<file path="config.mk">
export PLATFORM = sky130hd
export DESIGN_NAME = fsh_host
export DESIGN_NICKNAME = d
export VERILOG_FILES = /design/src/core/fsh_pkg.sv /design/src/core/fsh_host.sv /design/src/core/fsh_sync.sv /design/src/core/fsh_pbuf.sv
export SDC_FILE = /design/constraint.sdc
export NUM_CORES = 2
export LEC_CHECK = 0
export BUFFER_PORTS_ARGS = -buffer_cell sky130_fd_sc_hd__buf_2
export CELL_PAD_IN_SITES_DETAIL_PLACEMENT = 1
export CELL_PAD_IN_SITES_GLOBAL_PLACEMENT = 1
export CORE_UTILIZATION = 50
export DETAILED_ROUTE_END_ITERATION = 8
export HOLD_SLACK_MARGIN = 0.15
export PLACE_DENSITY_LB_ADDON = 0.1
export SYNTH_ARGS = -nofsm -noshare
export SYNTH_HDL_FRONTEND = slang
export SYNTH_SLANG_ARGS = --single-unit
export TNS_END_PERCENT = 100
</file>
<file path="constraint.sdc">
create_clock -name clk -period 6.7 [get_ports clk]
set_input_delay 0.67 -clock clk [delete_from_list [all_inputs] [get_ports clk]]
set_output_delay 0.67 -clock clk [all_outputs]
set_load 0.01 [all_outputs]
</file>
<file path="src/core/fsh_pkg.sv">
/*
 * shared constants for the serial flash host controller: register map,
 * flash command codes, link clock counts and frame states.
 * assumes a 200 MHz system clock and one aligned 32-bit word per register.
 */
package fsh_pkg;
	// ************************************************************
	// clock and timing
	// ************************************************************
	localparam int CLK_MHZ = 200;
	localparam int T_SUSP_GAP_US = 500;
	localparam int SUSP_GAP_CYC = T_SUSP_GAP_US * CLK_MHZ;
	localparam int TMR_W = 17;
	localparam int SCK_HALF_CYC = 4;
	localparam int PAGE_BYTES = 256;

	// ************************************************************
	// register offsets and responses
	// ************************************************************
	localparam logic [7:0] REG_CTRL = 8'h00;
	localparam logic [7:0] REG_ADDR = 8'h04;
	localparam logic [7:0] REG_DATA = 8'h08;
	localparam logic [7:0] REG_STAT = 8'h0C;
	localparam logic [7:0] REG_RDAT = 8'h10;
	localparam logic [7:0] REG_CFG = 8'h14;
	localparam logic [1:0] RESP_OKAY = 2'h0;
	localparam logic [1:0] RESP_SLVERR = 2'h2;
	localparam logic [31:0] RST_WORD = 32'h00000000;

	// ************************************************************
	// flash commands
	// ************************************************************
	localparam logic [7:0] OP_ID4 = 8'hAF;
	localparam logic [7:0] OP_PDR = 8'h5A;
	localparam logic [7:0] OP_SE = 8'h20;
	localparam logic [7:0] OP_BE = 8'hD8;
	localparam logic [7:0] OP_CE = 8'hC7;
	localparam logic [7:0] OP_PP = 8'h02;
	localparam logic [7:0] OP_QPP = 8'h32;
	localparam logic [7:0] OP_SUSP = 8'hB0;
	localparam logic [7:0] OP_RES = 8'h30;
	localparam logic [7:0] OP_UNLOCK = 8'h06;

	// ************************************************************
	// link clocks per phase and byte counts
	// ************************************************************
	localparam logic [5:0] CLK_CMD1 = 6'h08;
	localparam logic [5:0] CLK_CMD4 = 6'h02;
	localparam logic [5:0] CLK_ADR1 = 6'h18;
	localparam logic [5:0] CLK_ADR4 = 6'h06;
	localparam logic [5:0] CLK_DUM_ID = 6'h02;
	localparam logic [5:0] CLK_DUM_PD = 6'h08;
	localparam logic [5:0] CLK_BYTE1 = 6'h08;
	localparam logic [5:0] CLK_BYTE4 = 6'h02;
	localparam logic [8:0] ID_BYTES = 9'h003;
	localparam logic [8:0] PD_BYTES = 9'h004;

	typedef enum logic [3:0] {
		ST_IDLE, ST_UNLOCK, ST_GAP, ST_CMD, ST_ADR, ST_DUM, ST_WDAT, ST_RDAT, ST_END
	} fsh_st_t;
endpackage

</file>
<file path="src/core/fsh_host.sv">
/*
 * serial flash host controller: software orders frames over AXI4-Lite,
 * the controller drives chip enable, the link clock and four data lanes.
 * assumes flash lane inputs are asynchronous; AXI is on clk.
 */
// Our own choices: register access over AXI4-Lite and the address map.
`timescale 1ns/10ps
`default_nettype none
module fsh_host
	import fsh_pkg::*;
#(
	parameter int SUSP_GAP = SUSP_GAP_CYC,
	parameter int SCK_HALF = SCK_HALF_CYC
) (
	// clock and reset
	input wire logic clk,
	input wire logic rst,
	// axi4-lite write
	input wire logic [7:0] s_axi_awaddr,
	input wire logic s_axi_awvalid,
	output logic s_axi_awready,
	input wire logic [31:0] s_axi_wdata,
	input wire logic [3:0] s_axi_wstrb,
	input wire logic s_axi_wvalid,
	output logic s_axi_wready,
	output logic [1:0] s_axi_bresp,
	output logic s_axi_bvalid,
	input wire logic s_axi_bready,
	// axi4-lite read
	input wire logic [7:0] s_axi_araddr,
	input wire logic s_axi_arvalid,
	output logic s_axi_arready,
	output logic [31:0] s_axi_rdata,
	output logic [1:0] s_axi_rresp,
	output logic s_axi_rvalid,
	input wire logic s_axi_rready,
	// flash link
	output logic flash_ce_n,
	output logic flash_sck,
	output logic [3:0] flash_io_o,
	output logic [3:0] flash_io_oe,
	input wire logic [3:0] flash_io_i
);
	// ************************************************************
	// state
	// ************************************************************
	typedef struct packed {
		fsh_st_t st;
		logic [7:0] op;
		logic [23:0] adr;
		logic cfg_quad;
		logic [8:0] nbuf;
		logic [8:0] nb;
		logic [7:0] div;
		logic sck;
		logic ce_n;
		logic [3:0] oe;
		logic [3:0] io;
		logic [31:0] sh;
		logic [5:0] cnt;
		logic q;
		logic [31:0] rd;
		logic done;
		logic err;
		logic susp;
		logic [TMR_W-1:0] tmr;
		logic awr;
		logic wr;
		logic aw_h;
		logic w_h;
		logic [7:0] awa;
		logic [31:0] wd;
		logic bv;
		logic [1:0] br;
		logic arr;
		logic rv;
		logic [31:0] rdat;
		logic [1:0] rr;
	} fsh_state_t;

	fsh_state_t s_r;
	fsh_state_t n;
	logic ld;
	logic mwe;
	logic [3:0] in_s;
	logic [7:0] buf_rd;
	logic [7:0] op_w;

	fsh_sync #(.W(4)) u_sync (
		.clk(clk),
		.rst(rst),
		.d(flash_io_i),
		.q(in_s)
	);

	fsh_pbuf #(.DW(8), .DEPTH(PAGE_BYTES), .AW(8)) u_pbuf (
		.clk(clk),
		.we(mwe),
		.waddr(s_r.nbuf[7:0]),
		.wdata(s_r.wd[7:0]),
		.raddr(s_r.nb[7:0]),
		.rdata(buf_rd)
	);

	function automatic logic is_wr(input logic [7:0] op);
		return op == OP_SE || op == OP_BE || op == OP_CE || op == OP_PP || op == OP_QPP;
	endfunction

	function automatic logic is_prog(input logic [7:0] op);
		return op == OP_PP || op == OP_QPP;
	endfunction

	// ************************************************************
	// next state
	// ************************************************************
	assign op_w = s_r.wd[7:0];

	always_comb begin
		n = s_r;
		ld = 1'b0;
		mwe = 1'b0;
		if (s_r.tmr != '0) begin
			n.tmr = s_r.tmr - 1'b1;
		end
		// write channel: address and data in either order
		if (s_r.awr && s_axi_awvalid) begin
			n.aw_h = 1'b1;
			n.awa = s_axi_awaddr;
		end
		if (s_r.wr && s_axi_wvalid) begin
			n.w_h = 1'b1;
			n.wd = s_axi_wdata;
		end
		if (s_r.bv && s_axi_bready) begin
			n.bv = 1'b0;
		end
		if (s_r.aw_h && s_r.w_h && !s_r.bv) begin
			n.aw_h = 1'b0;
			n.w_h = 1'b0;
			n.bv = 1'b1;
			n.br = RESP_OKAY;
			unique case (s_r.awa)
				REG_CTRL: begin
					if (s_r.st != ST_IDLE) begin
						n.err = 1'b1;
					end else if (!(is_wr(op_w) || op_w == OP_ID4 || op_w == OP_PDR
							|| op_w == OP_SUSP || op_w == OP_RES)) begin
						n.err = 1'b1;
					end else if (op_w == OP_QPP && !s_r.cfg_quad) begin
						n.err = 1'b1;
					end else if (op_w == OP_CE && s_r.susp) begin
						n.err = 1'b1;
					end else if (op_w == OP_SUSP && (s_r.susp || s_r.tmr != '0)) begin
						n.err = 1'b1;
					end else if (is_prog(op_w) && s_r.nbuf == '0) begin
						n.err = 1'b1;
					end else begin
						n.op = op_w;
						n.st = is_wr(op_w) ? ST_UNLOCK : ST_CMD;
						n.ce_n = 1'b0;
						n.nb = '0;
						n.rd = RST_WORD;
						n.done = 1'b0;
						ld = 1'b1;
						if (op_w == OP_SUSP) begin
							n.susp = 1'b1;
							n.tmr = TMR_W'(SUSP_GAP);
						end
						if (op_w == OP_RES) begin
							n.susp = 1'b0;
						end
					end
				end
				REG_ADDR: begin
					n.adr = s_r.wd[23:0];
					n.nbuf = '0;
				end
				REG_DATA: begin
					if (s_r.st == ST_IDLE && s_r.nbuf < 9'(PAGE_BYTES)) begin
						mwe = 1'b1;
						n.nbuf = s_r.nbuf + 1'b1;
					end else begin
						n.err = 1'b1;
					end
				end
				REG_STAT: begin
					if (s_r.wd[1]) begin
						n.done = 1'b0;
					end
					if (s_r.wd[2]) begin
						n.err = 1'b0;
					end
				end
				REG_CFG: begin
					n.cfg_quad = s_r.wd[0];
				end
				default: begin
					n.br = RESP_SLVERR;
				end
			endcase
		end
		n.awr = !n.aw_h && !n.bv;
		n.wr = !n.w_h && !n.bv;
		// read channel
		if (s_r.rv && s_axi_rready) begin
			n.rv = 1'b0;
			n.arr = 1'b1;
		end else if (s_r.arr && s_axi_arvalid) begin
			n.arr = 1'b0;
			n.rv = 1'b1;
			n.rr = RESP_OKAY;
			unique case (s_axi_araddr)
				REG_CTRL: n.rdat = {24'h000000, s_r.op};
				REG_ADDR: n.rdat = {8'h00, s_r.adr};
				REG_DATA: n.rdat = {23'h000000, s_r.nbuf};
				REG_STAT: n.rdat = {27'h0000000, s_r.tmr != '0, s_r.susp, s_r.err,
					s_r.done, s_r.st != ST_IDLE};
				REG_RDAT: n.rdat = s_r.rd;
				REG_CFG: n.rdat = {31'h00000000, s_r.cfg_quad};
				default: begin
					n.rdat = RST_WORD;
					n.rr = RESP_SLVERR;
				end
			endcase
		end
		// ************************************************************
		// link engine
		// ************************************************************
		if (s_r.st == ST_GAP || s_r.st == ST_END) begin
			if (s_r.div == 8'(2 * SCK_HALF - 1)) begin
				n.div = '0;
				if (s_r.st == ST_GAP) begin
					n.st = ST_CMD;
					n.ce_n = 1'b0;
					ld = 1'b1;
				end else begin
					n.st = ST_IDLE;
					n.done = 1'b1;
				end
			end else begin
				n.div = s_r.div + 1'b1;
			end
		end else if (s_r.st != ST_IDLE) begin
			if (s_r.div == 8'(SCK_HALF - 1)) begin
				n.div = '0;
				n.sck = !s_r.sck;
				if (!s_r.sck) begin
					if (s_r.st == ST_RDAT) begin
						n.sh = s_r.q ? {s_r.sh[27:0], in_s} : {s_r.sh[30:0], in_s[1]};
					end
				end else begin
					n.cnt = s_r.cnt - 1'b1;
					if (s_r.cnt == 6'h01) begin
						ld = 1'b1;
						unique case (s_r.st)
							ST_UNLOCK: begin
								n.st = ST_GAP;
								n.ce_n = 1'b1;
							end
							ST_CMD: begin
								if (s_r.op == OP_PDR || s_r.op == OP_SE || s_r.op == OP_BE
										|| is_prog(s_r.op)) begin
									n.st = ST_ADR;
								end else if (s_r.op == OP_ID4) begin
									n.st = ST_DUM;
								end else begin
									n.st = ST_END;
								end
							end
							ST_ADR: begin
								if (s_r.op == OP_PDR) begin
									n.st = ST_DUM;
								end else if (is_prog(s_r.op)) begin
									n.st = ST_WDAT;
								end else begin
									n.st = ST_END;
								end
							end
							ST_DUM: n.st = ST_RDAT;
							ST_WDAT: n.st = (s_r.nb == s_r.nbuf) ? ST_END : ST_WDAT;
							ST_RDAT: begin
								n.rd = {s_r.rd[23:0], s_r.sh[7:0]};
								n.nb = s_r.nb + 1'b1;
								n.st = (n.nb == (s_r.op == OP_ID4 ? ID_BYTES : PD_BYTES))
									? ST_END : ST_RDAT;
							end
							default: n.st = ST_END;
						endcase
						if (n.st == ST_END) begin
							n.ce_n = 1'b1;
						end
					end else if (s_r.st != ST_RDAT) begin
						n.sh = s_r.q ? {s_r.sh[27:0], 4'h0} : {s_r.sh[30:0], 1'b0};
					end
				end
			end else begin
				n.div = s_r.div + 1'b1;
			end
		end
		// phase load: shift word, lane width and clock count
		if (ld) begin
			n.div = '0;
			unique case (n.st)
				ST_UNLOCK: begin
					n.sh = {OP_UNLOCK, 24'h000000};
					n.q = 1'b0;
					n.cnt = CLK_CMD1;
				end
				ST_CMD: begin
					n.sh = {n.op, 24'h000000};
					n.q = n.op == OP_ID4;
					n.cnt = n.q ? CLK_CMD4 : CLK_CMD1;
				end
				ST_ADR: begin
					if (n.op == OP_SE) begin
						n.sh = {n.adr[23:12], 20'h00000};
					end else if (n.op == OP_BE) begin
						n.sh = {n.adr[23:13], 21'h000000};
					end else begin
						n.sh = {n.adr, 8'h00};
					end
					n.q = n.op == OP_QPP;
					n.cnt = n.q ? CLK_ADR4 : CLK_ADR1;
				end
				ST_DUM: begin
					n.sh = RST_WORD;
					n.q = n.op == OP_ID4;
					n.cnt = n.q ? CLK_DUM_ID : CLK_DUM_PD;
				end
				ST_WDAT: begin
					n.sh = {buf_rd, 24'h000000};
					n.q = n.op == OP_QPP;
					n.cnt = n.q ? CLK_BYTE4 : CLK_BYTE1;
					n.nb = n.nb + 1'b1;
				end
				ST_RDAT: begin
					n.cnt = n.q ? CLK_BYTE4 : CLK_BYTE1;
				end
				default: begin
				end
			endcase
		end
		n.io = n.q ? n.sh[31:28] : {3'h0, n.sh[31]};
		if (n.st == ST_UNLOCK || n.st == ST_CMD || n.st == ST_ADR || n.st == ST_WDAT) begin
			n.oe = n.q ? 4'hF : 4'h1;
		end else begin
			n.oe = 4'h0;
		end
	end

	localparam fsh_state_t S_RST = '{st: ST_IDLE, ce_n: 1'b1, awr: 1'b1, wr: 1'b1,
		arr: 1'b1, default: '0};

	always_ff @(posedge clk or posedge rst) begin
		if (rst) begin
			s_r <= S_RST;
		end else begin
			s_r <= n;
		end
	end

	// ************************************************************
	// outputs
	// ************************************************************
	assign s_axi_awready = s_r.awr;
	assign s_axi_wready = s_r.wr;
	assign s_axi_bresp = s_r.br;
	assign s_axi_bvalid = s_r.bv;
	assign s_axi_arready = s_r.arr;
	assign s_axi_rdata = s_r.rdat;
	assign s_axi_rresp = s_r.rr;
	assign s_axi_rvalid = s_r.rv;
	assign flash_ce_n = s_r.ce_n;
	assign flash_sck = s_r.sck;
	assign flash_io_o = s_r.io;
	assign flash_io_oe = s_r.oe;

	// ************************************************************
	// checks
	// ************************************************************
	a_ce_idle_high:
	assert property (@(posedge clk) disable iff (rst)
		(s_r.st == ST_IDLE || s_r.st == ST_GAP) |-> s_r.ce_n && !s_r.sck)
		else $error("chip enable low outside a frame");

	a_cmd_clock_count:
	assert property (@(posedge clk) disable iff (rst)
		(s_r.st == ST_CMD && $past(s_r.st) != ST_CMD)
		|-> s_r.cnt == (s_r.op == OP_ID4 ? CLK_CMD4 : CLK_CMD1))
		else $error("command phase has wrong clock count");

	a_unlock_first:
	assert property (@(posedge clk) disable iff (rst)
		(s_r.st == ST_CMD && $past(s_r.st) != ST_CMD && is_wr(s_r.op))
		|-> $past(s_r.st) == ST_GAP)
		else $error("erase or program without unlock frame");

	a_quad_needs_cfg:
	assert property (@(posedge clk) disable iff (rst)
		($past(s_r.st) == ST_IDLE && s_r.st == ST_UNLOCK && s_r.op == OP_QPP)
		|-> $past(s_r.cfg_quad))
		else $error("quad program started without config bit");

	a_susp_spacing:
	assert property (@(posedge clk) disable iff (rst)
		($past(s_r.st) == ST_IDLE && s_r.st == ST_CMD && s_r.op == OP_SUSP)
		|-> $past(s_r.tmr) == '0 && s_r.tmr == TMR_W'(SUSP_GAP))
		else $error("suspend issued too soon");

	a_no_chip_susp:
	assert property (@(posedge clk) disable iff (rst)
		($past(s_r.st) == ST_IDLE && s_r.st == ST_UNLOCK && s_r.op == OP_CE)
		|-> !$past(s_r.susp))
		else $error("chip erase issued while suspended");

	a_page_bytes:
	assert property (@(posedge clk) disable iff (rst)
		(s_r.st == ST_WDAT) |-> s_r.nb != '0 && s_r.nb <= s_r.nbuf && s_r.nbuf <= 9'(PAGE_BYTES))
		else $error("program data count out of range");

	a_read_released:
	assert property (@(posedge clk) disable iff (rst)
		(s_r.st == ST_RDAT || s_r.st == ST_DUM) |-> s_r.oe == 4'h0 && !s_r.ce_n)
		else $error("host drives lanes while flash answers");

	a_id_three_bytes:
	assert property (@(posedge clk) disable iff (rst)
		($past(s_r.st) == ST_RDAT && s_r.st == ST_END && s_r.op == OP_ID4)
		|-> s_r.nb == ID_BYTES ##1 s_r.ce_n)
		else $error("id read ended after wrong byte count");
endmodule
`default_nettype wire

</file>
<file path="src/core/fsh_sync.sv">
/*
 * two flip-flop synchroniser for the flash data lanes.
 * assumes inputs are asynchronous to clk; only the second stage is read.
 */
`timescale 1ns/10ps
`default_nettype none
module fsh_sync #(
	parameter int W = 4
) (
	// clock and reset
	input wire logic clk,
	input wire logic rst,
	// data
	input wire logic [W-1:0] d,
	output logic [W-1:0] q
);
	typedef struct packed {
		logic [W-1:0] meta;
		logic [W-1:0] q;
	} fsh_sync_t;

	fsh_sync_t s_r;
	fsh_sync_t s_nxt;

	always_comb begin
		s_nxt.meta = d;
		s_nxt.q = s_r.meta;
	end

	always_ff @(posedge clk or posedge rst) begin
		if (rst) begin
			s_r <= '0;
		end else begin
			s_r <= s_nxt;
		end
	end

	assign q = s_r.q;
endmodule
`default_nettype wire

</file>
<file path="src/core/fsh_pbuf.sv">
/*
 * page buffer: one write port, one read port with registered read data.
 * assumes the reader holds its address for a cycle before using the data.
 */
`timescale 1ns/10ps
`default_nettype none
module fsh_pbuf #(
	parameter int DW = 8,
	parameter int DEPTH = 256,
	parameter int AW = 8
) (
	// clock
	input wire logic clk,
	// write port
	input wire logic we,
	input wire logic [AW-1:0] waddr,
	input wire logic [DW-1:0] wdata,
	// read port
	input wire logic [AW-1:0] raddr,
	output logic [DW-1:0] rdata
);
	logic [DW-1:0] mem [DEPTH];
	logic [DW-1:0] rdata_r;

	always_ff @(posedge clk) begin
		if (we) begin
			mem[waddr] <= wdata;
		end
		rdata_r <= mem[raddr];
	end

	assign rdata = rdata_r;
endmodule
`default_nettype wire

</file>
==> metrics.txt <==
Buffers & Inverters on Critical Path=0; Clock transition at path regs=~0.070 ns; sequential-to-total area share from yosys stat=~74%; final core utilization=a little under three fifths; DRT Pass-1 Iters=5; Setup crit end kind=flip-flop; crit path launch type=flip-flop; HPWL after detailed placement=roughly 140000 um; power per cell area=~330 nW/um^2; worst reg2reg startpoint=s_r[207]$_DFFE_PP0P_; CP arrival=about 6 ns; Chip Width=around 430 um; Slew HR=between 20 and 25%; first-pass GRT wire length=342000 um; Final Hold Viols=0; Clock Latency Late Sink=0.87 ns; commonest cells after routing, fill and taps aside=edfxtp_1, mux4_2, nor2_1; DRC=0; Pleak=around 32 nW; routed wire length=roughly 230000 um; antenna diode count=0; Place WS=1.44 ns; antenna-violating nets left=0; CTS Sinks=roughly 2300; Clock Tree Root=clkbuf_16; GRT Resource Usage Total=roughly a quarter; synth top area cells=edfxtp_1, mux4_2, dfrtp_1; Fin Hold WS=~0.32 ns; asr flop ratio synth=10.6%; Core Area=about 180000 um^2; post_cts resized=0; Slew Limit Fails=0; Synth Instances=between 4000 and 5000; Clock Skew=~0.065 ns; Final WS setup=~1.4 ns; top_reg_cell synth=edfxtp_1; Synth warnings=0; placed inst area=about 95000 um^2; CP Class=flip-flop to flip-flop; Post-layout nets=4880; gpl congestion=just over 0.8; global route overflow=0; crit share post-route=between 70% and 80%; Largest delay share family, worst path=simple AND/OR/NAND/NOR gates; placed cell count=roughly 7000; pin count of the biggest net entering global routing=~210; slowest stage cell on the critical path=or4_1; CTS tree=built; most common cell after layout, fill and taps aside=edfxtp_1; power consumption=approximately 34 mW; Via density=6.14; # port buffers=99; IO Pins=roughly 110; Yosys top cell area share=66.9%; CTS Buffer Depth=3; layout cells sized above 1=25.6%; Hold Crit Class=input pin to asynchronous set/reset pin; fmax=around 190 MHz; via count=~46000; Setup-failing EPs final=0; Die Ht=between 400 and 500 um; antenna violations before repair=6; Avg Inst Size Synth=just under 20 um^2; RSZ-0062 raised after global routing=false; # rows=about 160; final instance area=between 100000 and 150000 um^2; Yosys cell types=92; critical path required time=7.41 ns; Largest stage delay, worst path=around 0.70 ns; Setup TNS Final=0 ns; area grow syn2layout=11.9%; reg2reg setup slack=approximately 1.4 ns; reg2reg path depth=10; worst path cell trace=nor2_1 -> nand2_2 -> or4_1 -> o31ai_2 -> o22ai_2 -> o21a_2 -> nor3b_4 -> and2_2 -> nand4_2 -> o21ai_0; Die ar.=186000 um^2; CP Max Fanout=18; Worst-Margin Slew=roughly 1.2 ns; total CTS buffers=231; min Tclk post-route=roughly 5.3 ns; Critical R2R Capture=s_r[150]$_DFF_PP0_; Starting Density=about half; Setup crit start=s_r[207]$_DFFE_PP0P_; Synth area leader=edfxtp_1; Cell Count, Final, Fillers Out=roughly 7500; run status=completed; routed len/inst=about 31 um; Max VDD drop=slightly above 0.3 mV; max-cap violations=0; Mapped Area=91900 um^2; number of global-route vias before repair=slightly below 50000; Post-synth EDFFs=2048; 1st-iter DRT viols=roughly 4500; Yosys reg bits=~2300; H-tree depth=4
synthesized netlist by cell type, types with 9 or more instances:
cell	instances
nor3_1	28
xnor2_1	22
buf_2	65
nor2b_1	26
o21ai_2	11
o21ai_0	99
a21oi_1	73
clkbuf_1	156
and3_1	13
nand4_1	20
a211oi_1	13
a22oi_1	17
buf_4	51
nor3b_1	9
buf_1	47
edfxtp_1	2048
a22o_1	38
nor4_1	12
dfrtp_1	239
ha_1	11
nor2_1	366
nand2b_1	10
o22ai_1	14
mux2_2	44
mux4_2	641
nand2_1	191
o221ai_1	10
nand3_1	48
mux2i_1	97
inv_1	39
xor2_1	27
final cells by class:
cell class,instances,area [um^2]
Clock buffer,290,6080
Clock inverter,131,1360
Multi-Input combinational cell,1995,22600
Fill cell,15700,80000
Tap cell,2464,3080
Timing Repair Buffer,238,1760
Inverter,41,160
Sequential cell,2299,67800
worst max-delay path by stage:
stage          slack, ns                  to  cells after the start
2_1_floorplan       0.39  s_r[193]$_DFF_PP0_                     11
3_3_place_gp        1.54  s_r[150]$_DFF_PP0_                     10
3_5_place_dp        1.44  s_r[151]$_DFF_PP0_                     10
4_1_cts             1.41  s_r[151]$_DFF_PP0_                     10
5_1_grt             1.17  s_r[151]$_DFF_PP0_                     10
6_report            1.41  s_r[150]$_DFF_PP0_                     10
power by group:
part	switching, mW	total (mW)	leakage [nW]	internal (mW)
Sequential	0.621	18.4	21.7	17.8
Clock	5.49	12.8	3.63	7.26
Combinational	2.12	2.51	6.94	0.389
metal layers:
metal | share of wire [%] | wire, um | up-vias | GRT usage [%]
met5 | 0 | 0 | - | 0
met4 | 2.3 | 5410 | 0 | 6.24
met3 | 5.5 | 12800 | 297 | 3.88
met2 | 48 | 113000 | 1374 | 40.6
met1 | 44 | 102000 | 25000 | 37.1
li1 | - | - | 19200 | -
sequential cells by signal (all words and copies together) (netlist names), 2 cells and up:
name	flops
u_pbuf.mem	2048
s_axi_rdata	32
flash_io_o	4
u_sync.q	4
u_pbuf.rdata	8
op_w	8
s_r	180
flash_io_oe	2
u_sync.s_nxt	4
cells by family (layout without fill, tap and decap cells):
kind of cell	after synthesis	after routing	synth area share (%)
AO/OA/AOI/OAI	356	356	2.59
buffers and inverters	366	700	1.84
other	1	2	0.00408
flip-flops	2299	2299	73.7
multiplexers	782	782	17.3
XOR/XNOR	49	49	0.467
adder cells (fa/ha/maj)	11	11	0.150
AND/OR/NAND/NOR	795	795	3.97
worst reg2reg max path, stage by stage (launching register included):
cell and delay [ns]:
dfrtp_1 0.38, nor2_1 0.54, nand2_2 0.60, or4_1 0.71, o31ai_2 0.21, o22ai_2 0.44, o21a_2 0.37, nor3b_4 0.65
and2_2 0.45, nand4_2 0.47, o21ai_0 0.34
timing repair:
action / CTS / global route
buffers inserted: 0 / 0
hold buffers: 44 / 0
endpoints found under the hold margin: 51 / 0
Note: power is estimated with default switching activity, not from simulation.
